**src/frig_pkg.sv**
```systemverilog
/*
  Constants and state types for the flash ready interrupt and plane guard.
  Assumes a 32-bit APB register bus and a single system clock.
*/
// What this block does
// RULE1 - Ready interrupt uses vector 23, offset 005Ch, edge detected.
// RULE2 - Ready interrupt is a CPU interrupt only; no transfer or standby wake.
// RULE3 - Ready interrupt fires when a command or forced stop completes, all areas.
// RULE4 - Main ready flag sets on completion; cleared by writing start bit 0.
// RULE5 - Extra-area ready flag sets on extra command completion; cleared by start 0.
// RULE6 - Interrupt request is deasserted once a ready flag has returned to 0.
// RULE7 - Software clears pending flag before enabling the interrupt.
// RULE8 - Code flash is at most 512 Kbytes.
// RULE9 - Above 256 Kbytes the flash splits into two planes at 256 Kbytes.
// RULE10 - Planes consist of 1-Kbyte blocks, at most 256 per plane.
// RULE11 - Block erase erases whole 1-Kbyte blocks.
// RULE12 - Blank check or block erase never spans a plane boundary.
// RULE13 - Software keeps start and end address in one plane.
// RULE14 - Block erase covers start block through end block in one plane.
// RULE15 - Interrupt is one edge per rise of either ready flag; rises of both flags in the same or the next cycle give one edge.
package frig_pkg;

  // ==========================================================
  // Register map (byte addresses)
  localparam logic [7:0] OFS_CMD_CTRL   = 8'h00;
  localparam logic [7:0] OFS_EXT_CTRL   = 8'h04;
  localparam logic [7:0] OFS_START_ADDR = 8'h08;
  localparam logic [7:0] OFS_END_ADDR   = 8'h0c;
  localparam logic [7:0] OFS_STATUS     = 8'h10;
  localparam logic [7:0] OFS_IRQ_INFO   = 8'h14;

  // ==========================================================
  // Field positions
  localparam int BIT_START     = 0;
  localparam int BIT_CODE_LO   = 1;
  localparam int BIT_FORCE     = 3;
  localparam int BIT_ST_MAIN   = 0;
  localparam int BIT_ST_EXT    = 1;
  localparam int BIT_ST_BUSY   = 2;
  localparam int BIT_ST_EXBUSY = 3;
  localparam int BIT_ST_RANGE  = 4;

  // ==========================================================
  // Interrupt identity
  localparam logic [7:0]  IRQ_VECTOR_NUM = 8'h17;   // 23
  localparam logic [15:0] IRQ_VECTOR_OFS = 16'h005c;

  // ==========================================================
  // Flash geometry
  localparam int ADDR_W         = 19;
  localparam int BLOCK_BYTES    = 1024;
  localparam int BLK_W          = 9;
  localparam int PLANE_KB       = 256;
  localparam int MAX_FLASH_KB   = 512;
  localparam int BLKS_PER_PLANE = 256;

  // ==========================================================
  // Timing and reset values
  localparam logic [7:0]  STEP_CYCLES  = 8'h10;
  localparam logic [7:0]  EXT_CYCLES   = 8'h08;
  localparam logic [31:0] RESET_WORD   = 32'h0000_0000;

  typedef enum logic [1:0] {
    FRIG_CMD_NONE  = 2'h0,
    FRIG_CMD_BLANK = 2'h1,
    FRIG_CMD_ERASE = 2'h2,
    FRIG_CMD_OTHER = 2'h3
  } frig_cmd_type;

  typedef enum logic [2:0] {
    FRIG_IDLE = 3'b001,
    FRIG_WALK = 3'b010,
    FRIG_DONE = 3'b100
  } frig_state_type;

endpackage : frig_pkg

```
**src/frig_range_if.sv**
```systemverilog
/*
  Carrier between the sequencer and its plane guard.
  Assumes both ends sit in the same clock domain.
*/
`timescale 1ns/100ps
interface frig_range_if;
  logic [frig_pkg::ADDR_W-1:0] start_addr;
  logic [frig_pkg::ADDR_W-1:0] end_addr;
  logic [frig_pkg::BLK_W-1:0]  start_blk;
  logic [frig_pkg::BLK_W-1:0]  end_blk;
  logic                        range_bad;

  modport guard (input start_addr, end_addr, output start_blk, end_blk, range_bad);
  modport user  (output start_addr, end_addr, input start_blk, end_blk, range_bad);
endinterface : frig_range_if

```
**src/frig_plane_guard.sv**
```systemverilog
/*
  Plane guard: maps the programmed address pair onto plane and block numbers
  and flags any range that leaves one plane or the populated flash.
  Assumes registered address inputs; purely combinational.
*/
`timescale 1ns/100ps
module frig_plane_guard #(
  parameter int FLASH_KB = frig_pkg::MAX_FLASH_KB
) (
  // Range request and result
  frig_range_if.guard rng
);
  localparam int  OFS_W      = $clog2(frig_pkg::BLOCK_BYTES);
  localparam bit  TWO_PLANES = FLASH_KB > frig_pkg::PLANE_KB;  // see RULE9
  localparam logic [frig_pkg::ADDR_W:0] LIMIT = (frig_pkg::ADDR_W+1)'(FLASH_KB * 1024);

  if (FLASH_KB > frig_pkg::MAX_FLASH_KB || FLASH_KB < 1) begin : g_size_chk  // see RULE8
    $error("FLASH_KB outside 1..512");
  end

  logic plane_differs;

  // Block number: top bit is the plane, low eight bits the block in it
  assign rng.start_blk = rng.start_addr[frig_pkg::ADDR_W-1:OFS_W];  // see RULE10
  assign rng.end_blk   = rng.end_addr[frig_pkg::ADDR_W-1:OFS_W];    // see RULE10

  assign plane_differs = TWO_PLANES &&
                         (rng.start_addr[frig_pkg::ADDR_W-1] != rng.end_addr[frig_pkg::ADDR_W-1]);

  // Crossing the 256 Kbyte line is refused outright
  assign rng.range_bad = plane_differs  // see RULE12
                      || (rng.start_blk > rng.end_blk)
                      || ({1'b0, rng.end_addr} >= LIMIT);
endmodule : frig_plane_guard

```
**src/frig_sequencer.sv**
```systemverilog
/*
  Flash command sequencer core: APB registers, block walk for blank check
  and block erase, extra-area commands, ready flags and the ready interrupt.
  Assumes a zero-wait APB master on pclk and a flash array that acts on
  one block strobe at a time.
*/
`timescale 1ns/100ps
module frig_sequencer #(
  parameter int FLASH_KB = frig_pkg::MAX_FLASH_KB
) (
  // Clock and reset
  input  wire logic        pclk,
  input  wire logic        presetn,
  // APB slave
  input  wire logic        psel,
  input  wire logic        penable,
  input  wire logic        pwrite,
  input  wire logic [7:0]  paddr,
  input  wire logic [31:0] pwdata,
  output logic      [31:0] prdata,
  output logic             pready,
  output logic             pslverr,
  // Flash array strobes
  output logic             erase_blk_stb,
  output logic             check_blk_stb,
  output logic [8:0]       blk_index,
  // Interrupt controller
  output logic             flash_done_irq
);

  if (FLASH_KB > frig_pkg::MAX_FLASH_KB) begin : g_size_chk  // see RULE8
    $error("Flash larger than 512 Kbytes");
  end

  // ==========================================================
  // State
  typedef struct packed {
    logic                       cmd_start;
    frig_pkg::frig_cmd_type     cmd_code;
    logic                       ext_start;
    logic [frig_pkg::ADDR_W-1:0] start_addr;
    logic [frig_pkg::ADDR_W-1:0] end_addr;
    frig_pkg::frig_state_type   st;
    logic                       main_rdy;
    logic                       ext_rdy;
    logic                       ext_busy;
    logic                       range_err;
    logic [8:0]                 cur_blk;
    logic [8:0]                 last_blk;
    logic [7:0]                 cnt;
    logic [7:0]                 ext_cnt;
    logic                       irq;
    logic                       erase_stb;
    logic                       check_stb;
    logic [8:0]                 blk;
    logic [31:0]                rdata;
    logic                       ready;
    logic                       slverr;
  } frig_seq_type;

  frig_seq_type q;
  frig_seq_type d;

  frig_range_if rng ();

  frig_plane_guard #(
    .FLASH_KB (FLASH_KB)
  ) u_guard (
    .rng (rng.guard)
  );

  assign rng.start_addr = q.start_addr;
  assign rng.end_addr   = q.end_addr;

  // ==========================================================
  // Decode
  function automatic logic mapped(input logic [7:0] a);
    mapped = (a == frig_pkg::OFS_CMD_CTRL)   || (a == frig_pkg::OFS_EXT_CTRL)
          || (a == frig_pkg::OFS_START_ADDR) || (a == frig_pkg::OFS_END_ADDR)
          || (a == frig_pkg::OFS_STATUS)     || (a == frig_pkg::OFS_IRQ_INFO);
  endfunction : mapped

  logic setup_ph;
  logic wr_acc;
  logic wr_cmd;
  logic wr_ext;
  logic main_done;
  logic ext_done;
  logic force_stop;

  assign setup_ph   = psel && !penable;
  assign wr_acc     = psel && penable && q.ready && pwrite && !q.slverr;
  assign wr_cmd     = wr_acc && (paddr == frig_pkg::OFS_CMD_CTRL);
  assign wr_ext     = wr_acc && (paddr == frig_pkg::OFS_EXT_CTRL);
  assign force_stop = wr_cmd && pwdata[frig_pkg::BIT_FORCE] && (q.st != frig_pkg::FRIG_IDLE);

  always_comb begin
    d = q;
    d.erase_stb = 1'b0;
    d.check_stb = 1'b0;
    main_done   = 1'b0;
    ext_done    = 1'b0;

    // APB answer is prepared in setup so it comes from a flop in access
    d.ready  = setup_ph;
    d.slverr = setup_ph && !mapped(paddr);
    d.rdata  = frig_pkg::RESET_WORD;
    if (setup_ph && !pwrite) begin
      unique case (paddr)
        frig_pkg::OFS_CMD_CTRL:   d.rdata = {28'h0000000, 1'b0, q.cmd_code, q.cmd_start};
        frig_pkg::OFS_EXT_CTRL:   d.rdata = {31'h00000000, q.ext_start};
        frig_pkg::OFS_START_ADDR: d.rdata = {13'h0000, q.start_addr};
        frig_pkg::OFS_END_ADDR:   d.rdata = {13'h0000, q.end_addr};
        frig_pkg::OFS_STATUS:     d.rdata = {27'h0000000, q.range_err, q.ext_busy,
                                             q.st != frig_pkg::FRIG_IDLE, q.ext_rdy, q.main_rdy};
        frig_pkg::OFS_IRQ_INFO:   d.rdata = {8'h00, frig_pkg::IRQ_VECTOR_OFS,
                                             frig_pkg::IRQ_VECTOR_NUM};  // see RULE1
        default:                  d.rdata = frig_pkg::RESET_WORD;
      endcase
    end

    // Address registers are locked while a walk runs
    if (wr_acc && (q.st == frig_pkg::FRIG_IDLE)) begin
      if (paddr == frig_pkg::OFS_START_ADDR) d.start_addr = pwdata[frig_pkg::ADDR_W-1:0];
      if (paddr == frig_pkg::OFS_END_ADDR)   d.end_addr   = pwdata[frig_pkg::ADDR_W-1:0];
    end

    // ==========================================================
    // Main command walk
    unique case (q.st)
      frig_pkg::FRIG_IDLE: begin
        if (wr_cmd && pwdata[frig_pkg::BIT_START] && !q.cmd_start) begin
          d.cmd_code  = frig_pkg::frig_cmd_type'(pwdata[frig_pkg::BIT_CODE_LO +: 2]);
          d.cur_blk   = rng.start_blk;
          d.last_blk  = rng.end_blk;
          d.cnt       = frig_pkg::STEP_CYCLES;
          d.range_err = 1'b0;
          d.st        = frig_pkg::FRIG_WALK;
          // A range that leaves its plane is refused before any block moves
          if ((d.cmd_code == frig_pkg::FRIG_CMD_BLANK || d.cmd_code == frig_pkg::FRIG_CMD_ERASE)
              && rng.range_bad) begin  // see RULE12
            d.range_err = 1'b1;
            d.st        = frig_pkg::FRIG_DONE;
          end
        end
      end
      frig_pkg::FRIG_WALK: begin
        if (q.cnt != 8'h00) begin
          d.cnt = q.cnt - 8'h01;
        end else if (q.cmd_code == frig_pkg::FRIG_CMD_BLANK ||
                     q.cmd_code == frig_pkg::FRIG_CMD_ERASE) begin
          d.erase_stb = (q.cmd_code == frig_pkg::FRIG_CMD_ERASE);  // see RULE11
          d.check_stb = (q.cmd_code == frig_pkg::FRIG_CMD_BLANK);
          d.blk       = q.cur_blk;
          d.cnt       = frig_pkg::STEP_CYCLES;
          d.cur_blk   = q.cur_blk + 9'h001;
          if (q.cur_blk == q.last_blk) d.st = frig_pkg::FRIG_DONE;  // see RULE14
        end else begin
          d.st = frig_pkg::FRIG_DONE;
        end
        if (force_stop) d.st = frig_pkg::FRIG_DONE;
      end
      frig_pkg::FRIG_DONE: begin
        main_done = 1'b1;  // see RULE3
        d.st      = frig_pkg::FRIG_IDLE;
      end
    endcase

    // Start bit follows software; the walk only begins on its rise
    if (wr_cmd) d.cmd_start = pwdata[frig_pkg::BIT_START];
    if (wr_ext) d.ext_start = pwdata[frig_pkg::BIT_START];

    // ==========================================================
    // Extra-area command
    if (!q.ext_busy && wr_ext && pwdata[frig_pkg::BIT_START] && !q.ext_start) begin
      d.ext_busy = 1'b1;
      d.ext_cnt  = frig_pkg::EXT_CYCLES;
    end else if (q.ext_busy) begin
      if (q.ext_cnt == 8'h00) begin
        d.ext_busy = 1'b0;
        ext_done   = 1'b1;
      end else begin
        d.ext_cnt = q.ext_cnt - 8'h01;
      end
    end

    // ==========================================================
    // Ready flags: completion wins over a clear in the same cycle
    if (wr_cmd && !pwdata[frig_pkg::BIT_START]) d.main_rdy = 1'b0;  // see RULE4
    if (main_done) d.main_rdy = 1'b1;                                // see RULE4
    if (wr_ext && !pwdata[frig_pkg::BIT_START]) d.ext_rdy = 1'b0;   // see RULE5
    if (ext_done) d.ext_rdy = 1'b1;                                  // see RULE5

    // Request is high in the same cycle in which either flag first reads 1; a flag held at 1 requests nothing more
    d.irq = (d.main_rdy && !q.main_rdy) || (d.ext_rdy && !q.ext_rdy);  // see RULE6, RULE15
  end

  always_ff @(posedge pclk or negedge presetn) begin
    if (!presetn) begin
      q          <= '0;
      q.cmd_code <= frig_pkg::FRIG_CMD_NONE;
      q.st       <= frig_pkg::FRIG_IDLE;
    end else begin
      q <= d;
    end
  end

  // Only a CPU line: no transfer trigger or standby wake is provided
  assign flash_done_irq = q.irq;  // see RULE2
  assign prdata         = q.rdata;
  assign pready         = q.ready;
  assign pslverr        = q.slverr;
  assign erase_blk_stb  = q.erase_stb;
  assign check_blk_stb  = q.check_stb;
  assign blk_index      = q.blk;
endmodule : frig_sequencer

```
**config.mk**
```make
export PLATFORM = sky130hd
export DESIGN_NAME = frig_sequencer
export DESIGN_NICKNAME = d
export VERILOG_FILES = /design/src/frig_pkg.sv /design/src/frig_range_if.sv /design/src/frig_plane_guard.sv /design/src/frig_sequencer.sv
export SDC_FILE = /design/constraint.sdc
export NUM_CORES = 1
export LEC_CHECK = 0
export ABC_AREA = 1
export BUFFER_PORTS_ARGS = -buffer_cell sky130_fd_sc_hd__buf_2
export CORE_MARGIN = 8
export CORE_UTILIZATION = 60
export CTS_CLUSTER_DIAMETER = 100
export CTS_CLUSTER_SIZE = 14
export DETAILED_ROUTE_END_ITERATION = 12
export PLACE_DENSITY_LB_ADDON = 0.1
export SLEW_MARGIN = 25
export SYNTH_ARGS = -nofsm -noshare
export SYNTH_HDL_FRONTEND = slang
export SYNTH_SLANG_ARGS = --single-unit
```
**constraint.sdc**
```tcl
create_clock -name pclk -period 4.15 [get_ports pclk]
set_input_delay 0.6225 -clock pclk [delete_from_list [all_inputs] [get_ports pclk]]
set_output_delay 0.6225 -clock pclk [all_outputs]
set_load 0.005 [all_outputs]
```
==> impl_summary.txt, run 1 <==
----------------------------------------------------
[Clock network]
  Clock transition at the registers of the reported paths ... 0.06 ns
  Clk Latency, worst-skew pair ... 0.53 ns
  Resized cells post-CTS ... 0
  Sink Count ... 116
  Post-CTS setup buffers ... 0
  Maximum level of the CTS H-tree ... 4
  Clock root buffer master ... clkbuf_8
  Clock tree buffer depth ... 2
  Clock buffer count from CTS ... 17
  Clock tree from TritonCTS ... done
  Cts hold-fix bufs ... 0

[Yosys]
  Dominant register cell in the synthesized netlist ... dfrtp_1
  Synth warn ... 0
  Instance count of the mapped netlist ... 722
  Mapped cell area ... 6002 µm²
  Proportion of synthesized flip-flops having asynchronous set or reset ... 100.0%
  Number of flip-flops and latches in the synthesized netlist ... 116
  Mean instance size in the synthesized netlist ... 8.313 µm²
  Count of flip-flops with a built-in enable after synthesis ... 0
  Sequential share of the synthesized area ... 48.38%
  Netlist cell types ... 41

[Setup path]
  Worst path top cell family by delay ... simple AND/OR/NAND/NOR gates
  Critical Path Fanout Max ... 17
  Most prevalent standard cell on the critical path ... nand2_4
  Startpoint type of the worst setup path ... register
  Worst Setup End Kind ... register
  Crit path required time ... 4.56 ns
  Crit-path slowest cell ... nor3_4
  Cells traversed along the worst timing path ... nor3_4, inv_4, nor2_4, nand2_4, nand2_4, inv_1, nand2_1, nor2_1
  Type of the setup path with the least slack ... register to register
  Largest incremental delay on the critical path ... 0.61 ns
  Data arrival time at the worst-slack endpoint ... 2.45 ns
  Critical path buffer and inverter count ... 2

[Global routing]
  Total Routing Usage GR ... 20.70%
  Antenna violations before repair ... 0
  Number of global-route vias before repair ... 4749
  Global routing usage on met1 ... 24.97%
  Global-route met3 utilization ... 6.149%
  Global-route wire length before repair ... 21.88 mm
  Total overflow reported by the global router ... 0
  Largest net degree at the start of global routing ... 52
  GRT Max-Usage Layer ... met2
  Met2 global-route usage ... 34.22%

[Place]
  Instance count after placement with tap cells included ... 876
  Port Buffers ... 64
  Detail Placement HPWL ... 9.132 mm
  Routability Congestion ... 0.8880

[Hold path]
  Path category of the worst min-delay check ... input pin to asynchronous set/reset pin

[Timing]
  Accumulated negative setup slack ... 0 ns
  Final min period ... 2.031 ns
  Worst slew pin tran ... 0.7184 ns
  Fin. Hold Viols ... 0
  Fmax ... 0.4925 GHz
  Headroom to the max-slew limit ... 51.95%
  Setup clock skew after layout ... 0.008731 ns
  Number of pins with negative max-slew slack in the final report ... 0
  RSZ-0062 raised after global routing ... false
  Total setup violations reported at the end of the flow ... 0
  Fraction of the cycle the final worst path needs ... 48.93%

[Finish]
  Net total in the final layout ... 822
  Number of fillers in the final layout ... 845
  Signed area change from the synthesized netlist to the final layout ... 11.01%
  Layout Cells excl Fill ... 906
  Antenna diode instance count ... 0
  Share of layout cells above drive strength 1 ... 16.56%

[Routing]
  Residual DRC ... 0
  Vias per inst ... 5.205
  DR vias ... 4716
  Residual antenna-violating net count after detailed routing ... 0
  Violation count after the first detailed-routing iteration ... 404
  Final routed wire length divided by cell count ... 14.32 µm
  Drt total wl ... 12.98 mm
  First-pass detailed-route iteration total ... 5

[Power and ir drop]
  Peak supply drop ... 0.0003170 V
  Overall power consumption ... 2.921 mW
  Power per Cell Area ... 438.3 nW/µm²
  Leakage dissipation ... 3.304 nW

[Die]
  Number of placement rows ... 36
  Total Die Area ... 13460 µm²
  Initial Utilization ... 61.69%
  Horizontal extent of the die ... 116.0 µm
  Floorplan die height ... 116.0 µm
  Total core area ... 9729 µm²
  Boundary Pins ... 91

[Run]
  Max-capacitance violation count ... 0

[Status]
  Run status ... finished clean

----------------------------------------------------
==> registers in the layout, indices dropped and copies added, names as in the netlist <==
name and count:
blk_index 9, check_blk_stb 1, erase_blk_stb 1, flash_done_irq 1, prdata 19, pready 1, pslverr 1, q 45
rng.end_addr 19, rng.start_addr 19
==> layout make-up <==
| type | count | area [µm²] | area share (%) |
|---|---|---|---|
| Clock buffer | 20 | 435.4 | 6.535 |
| Clock inverter | 10 | 86.33 | 1.296 |
| Sequential cell | 116 | 2904 | 43.59 |
| Timing Repair Buffer | 67 | 345.3 | 5.183 |
| Multi-Input combinational cell | 476 | 2407 | 36.13 |
| Tap cell | 133 | 166.4 | 2.498 |
| Inverter | 84 | 317.8 | 4.770 |
==> cells by family after synthesis <==
family                   Yosys count  synth area share (%)
AO/OA/AOI/OAI                    114                 10.36
XOR/XNOR                          16                 2.335
adder cells (fa/ha/maj)           15                 3.127
buffers and inverters            142                 12.30
flip-flops                       116                 48.38
multiplexers                       2                0.3752
other                              1               0.06248
AND/OR/NAND/NOR                  316                 23.06
==> Yosys cell counts (all sizes together), types with 2 or more instances <==
cell type / count / area (µm²)
nor3: 9 / 56.31
nand3b: 3 / 22.52
buf: 52 / 396.6
mux2: 2 / 22.52
nor3b: 2 / 15.01
nand4: 10 / 77.57
o22ai: 3 / 18.77
xnor2: 11 / 96.34
nand2: 203 / 787.0
dfrtp: 115 / 2878
xor2: 5 / 43.79
nor2: 53 / 236.5
o211ai: 4 / 30.03
nand3: 33 / 170.2
clkbuf: 6 / 23.77
a21oi: 22 / 121.4
inv: 83 / 314.1
o21ai: 79 / 395.4
ha: 15 / 187.7
or2: 2 / 12.51
a31oi: 6 / 56.31
==> layer usage <==
layer	part of all wire [%]	wire (µm)
met5	0	0
met4	1.6	208
met3	5.3	688
met2	49	6377
met1	44	5703
==> power breakdown <==
| part | switching, mW | internal (mW) | total (mW) | leakage (nW) |
|---|---|---|---|---|
| registers | 0.0390 | 1.19 | 1.22 | 1.54 |
| clock network | 0.495 | 0.795 | 1.29 | 0.252 |
| logic | 0.279 | 0.128 | 0.406 | 1.51 |
| total | 0.813 | 2.11 | 2.92 | 3.30 |
==> cell usage in the layout (no fill, tap or decap), types with 3 or more instances in the layout <==
master / count
nand2_1: 196
dfrtp_1: 115
inv_1: 80
buf_2: 63
o21ai_0: 58
nor2_1: 44
nand3_1: 32
o21ai_1: 21
a21oi_1: 19
clkbuf_16: 16
ha_1: 15
conb_1: 13
xnor2_1: 11
nand4_1: 9
nor3_1: 8
nor2_2: 6
nand2_2: 5
xor2_1: 5
clkinv_2: 5
o211ai_1: 4
buf_4: 4
a31oi_1: 3
nor2_4: 3
o22ai_1: 3
nand3b_1: 3
a21oi_2: 3
a31oi_2: 3
clkinvlp_4: 3
==> metrics by stage <==
step | hold slack (ns) | setup WS [ns] | utilization [%] | area, µm²
finish | 0.1241 | 2.119 | 68.48 | 6663
global route | 0.1729 | 1.956 | 68.48 | 6663
CTS | 0.1343 | 2.114 | 68.48 | 6663
detailed placement | 0.4694 | 1.652 | 63.12 | 6141
global placement | 0.4623 | 1.382 | 63.09 | 6138
floorplan | 0.3269 | 2.377 | - | 6047
==> worst paths after layout <==
kind	cells past startpoint	end	start	slack, ns
setup / recovery	8	q[56]	q[86]	2.12
hold / removal	1	blk_index[3]	presetn	0.12
setup reg to reg	8	q[56]	q[86]	2.12
hold reg to reg	2	blk_index[6]	blk_index[6]	0.48
max in group asynchronous	2	rng.end_addr[3]	presetn	3.10
min in group pclk	2	pready	penable	0.30
(Power assumes the default switching activity.)
==> run 2: changes to the inputs <==
Settings changed: CORE_UTILIZATION 60 to 52.
Clock period 4.15 ns to 1.81 ns, I/O delays scaled along.
==> run 2 against run 1 <==
Maximum frequency is 24% higher. Largest cell class unchanged. Cell count is 4.2% higher. Non-clock buffer count is 26 higher. Combinational power grew to 2.5 times the previous value. Utilization is 6.8 points lower. Clock power grew to 2.5 times the previous value. Global-route usage is 1.6 points lower. Clock-buffer cell count is 3 higher. Clock skew is 0.0015 ns higher. Critical endpoint unchanged.
==> impl_summary.txt, run 2 (same netlist as run 1, synthesis figures left out) <==
----------------------------------------------------
[Timing]
  Headroom to the max-slew limit ... 65.11%
  RSZ-0062 raised after global routing ... false
  Number of pins with negative max-slew slack in the final report ... 0
  Total setup violations reported at the end of the flow ... 0
  Fraction of the cycle the final worst path needs ... 90.35%
  Setup clock skew after layout ... 0.01025 ns
  Accumulated negative setup slack ... 0 ns
  Final min period ... 1.635 ns
  Fin. Hold Viols ... 0
  Worst slew pin tran ... 0.5233 ns
  Fmax ... 0.6115 GHz

[Finish]
  Most common cell after layout, fill and taps aside ... nand2_1
  Most frequent cells in the layout ... nand2_1 (197), dfrtp_1 (115), inv_1 (79), buf_2 (63), o21ai_0 (58)
  Combined area of the multi-input logic cells ... 2417 µm²
  Number of fillers in the final layout ... 1002
  Antenna diode instance count ... 0
  Net total in the final layout ... 848
  Total area of sequential cells ... 2904 µm²
  Max reg flops ... 45
  Cell area after layout ... 6979 µm²
  Share of layout cells above drive strength 1 ... 19.48%
  Signed area change from the synthesized netlist to the final layout ... 16.28%
  Register name with the most flops ... q

[Place]
  Routability Congestion ... 0.8218
  Cell area reported after detailed placement ... 6369 µm²
  Detail Placement HPWL ... 9.843 mm
  Port Buffers ... 64

[Routing]
  Residual antenna-violating net count after detailed routing ... 0
  Drt total wl ... 13.57 mm
  Vias per inst ... 5.072
  Final routed wire length divided by cell count ... 14.37 µm
  DR vias ... 4788
  Violation count after the first detailed-routing iteration ... 327
  First-pass detailed-route iteration total ... 5
  Residual DRC ... 0

[Hold path]
  Path category of the worst min-delay check ... input pin to register

[Power and ir drop]
  Leakage dissipation ... 3.475 nW
  Peak supply drop ... 0.0007488 V
  Power per Cell Area ... 1019 nW/µm²

[Clock network]
  Clock tree buffer depth ... 2
  Clock tree from TritonCTS ... done
  Clk Latency, worst-skew pair ... 0.42 ns
  Clock buffer count from CTS ... 17
  Maximum level of the CTS H-tree ... 4
  Clock root buffer master ... clkbuf_16
  Clock transition at the registers of the reported paths ... 0.05 ns
  Sink Count ... 116

[Die]
  Horizontal extent of the die ... 123.4 µm
  Total Die Area ... 15240 µm²
  Initial Utilization ... 53.02%
  Total core area ... 11320 µm²
  Boundary Pins ... 91
  Number of placement rows ... 39
  Floorplan die height ... 123.4 µm

[Global routing]
  Largest net degree at the start of global routing ... 36
  Antenna violations before repair ... 0
  Total Routing Usage GR ... 19.13%
  Global-route wire length before repair ... 22.73 mm
  Number of global-route vias before repair ... 4830
  Total overflow reported by the global router ... 0

[Setup path]
  Type of the setup path with the least slack ... register to register
  Data arrival time at the worst-slack endpoint ... 1.95 ns
  Startpoint type of the worst setup path ... register
  Crit path required time ... 2.12 ns
  Critical Path Fanout Max ... 9
  Worst Setup End Kind ... register

[Status]
  Run status ... finished clean

[Run]
  Max-capacitance violation count ... 0

----------------------------------------------------
## run 2: changes by cell type in the layout (fill, tap and decap cells not counted), sizes merged
cell,delta
dlygate4sd3,+1
bufinv,+1
clkinv,+1
clkbuf,+3
buf,+25
clkinvlp,-3
## run 2: timing repair
item | CTS | global route
hold endpoints to repair | 30 | 0
buffers inserted | 0 | 1
hold buffers | 1 | 0
setup endpoints to repair | 0 | 10
resized for setup | 0 | 4
## run 2: power by group
| group | internal (mW) | leakage (nW) | switching [mW] | total (mW) |
|---|---|---|---|---|
| Sequential | 2.72 | 1.54 | 0.0926 | 2.81 |
| Clock | 2.12 | 0.291 | 1.16 | 3.28 |
| Combinational | 0.355 | 1.65 | 0.665 | 1.02 |
## run 2: path summary, 6_finish.rpt
path	start	end	slack, ns	cells past startpoint
max	q[55]	q[56]	0.17	9
min	penable	pready	0.04	2
max reg2reg	q[55]	q[56]	0.17	9
min reg2reg	q[46]	q[46]	0.48	2
max in group asynchronous	presetn	prdata[14]	0.84	3
min in group asynchronous	presetn	q[79]	0.37	2
## run 2: area by class of cell
class | count | area share (%)
flip-flops and latches | 116 | 41.61
clock buffers | 23 | 6.848
inverters | 84 | 4.554
clock inverters | 9 | 1.470
multi-input cells | 476 | 34.64
repair buffers | 93 | 8.318
well taps | 143 | 2.564
## run 2: stage by stage
stage | setup slack (ns) | std cells | hold WS, ns | utilization (%) | power, mW
5_1_grt | 0.01521 | 944 | 0.03520 | 61.65 | 7.467
2_1_floorplan | 0.2492 | 734 | -0.02409 | - | 3.521
3_3_place_gp | 0.1585 | 910 | 0.2793 | 56.26 | 3.812
3_5_place_dp | 0.1212 | 910 | 0.2860 | 56.26 | 3.843
4_1_cts | 0.08484 | 943 | 0.02444 | 61.47 | 7.160
6_report | 0.1747 | 944 | 0.04248 | 61.65 | 7.110
## run 2: worst max-delay path: stages, from the launching register on
cell	delay, ns
dfrtp_1	0.39
inv_1	0.08
ha_1	0.17
nand2_1	0.12
nor2_4	0.19
nor2_1	0.11
nor2_2	0.12
nand2_2	0.13
a21oi_1	0.16
nor2_1	0.06
## run 2: layer usage
metal	track usage (%)	vias to the layer above	share of wire, %	wire length, µm
met3	6.484	19	5.3	716
met1	22.52	2271	43	5822
li1	-	2379	-	-
met5	0	-	0	0
met2	31.97	119	50	6771
met4	6.847	0	1.9	256
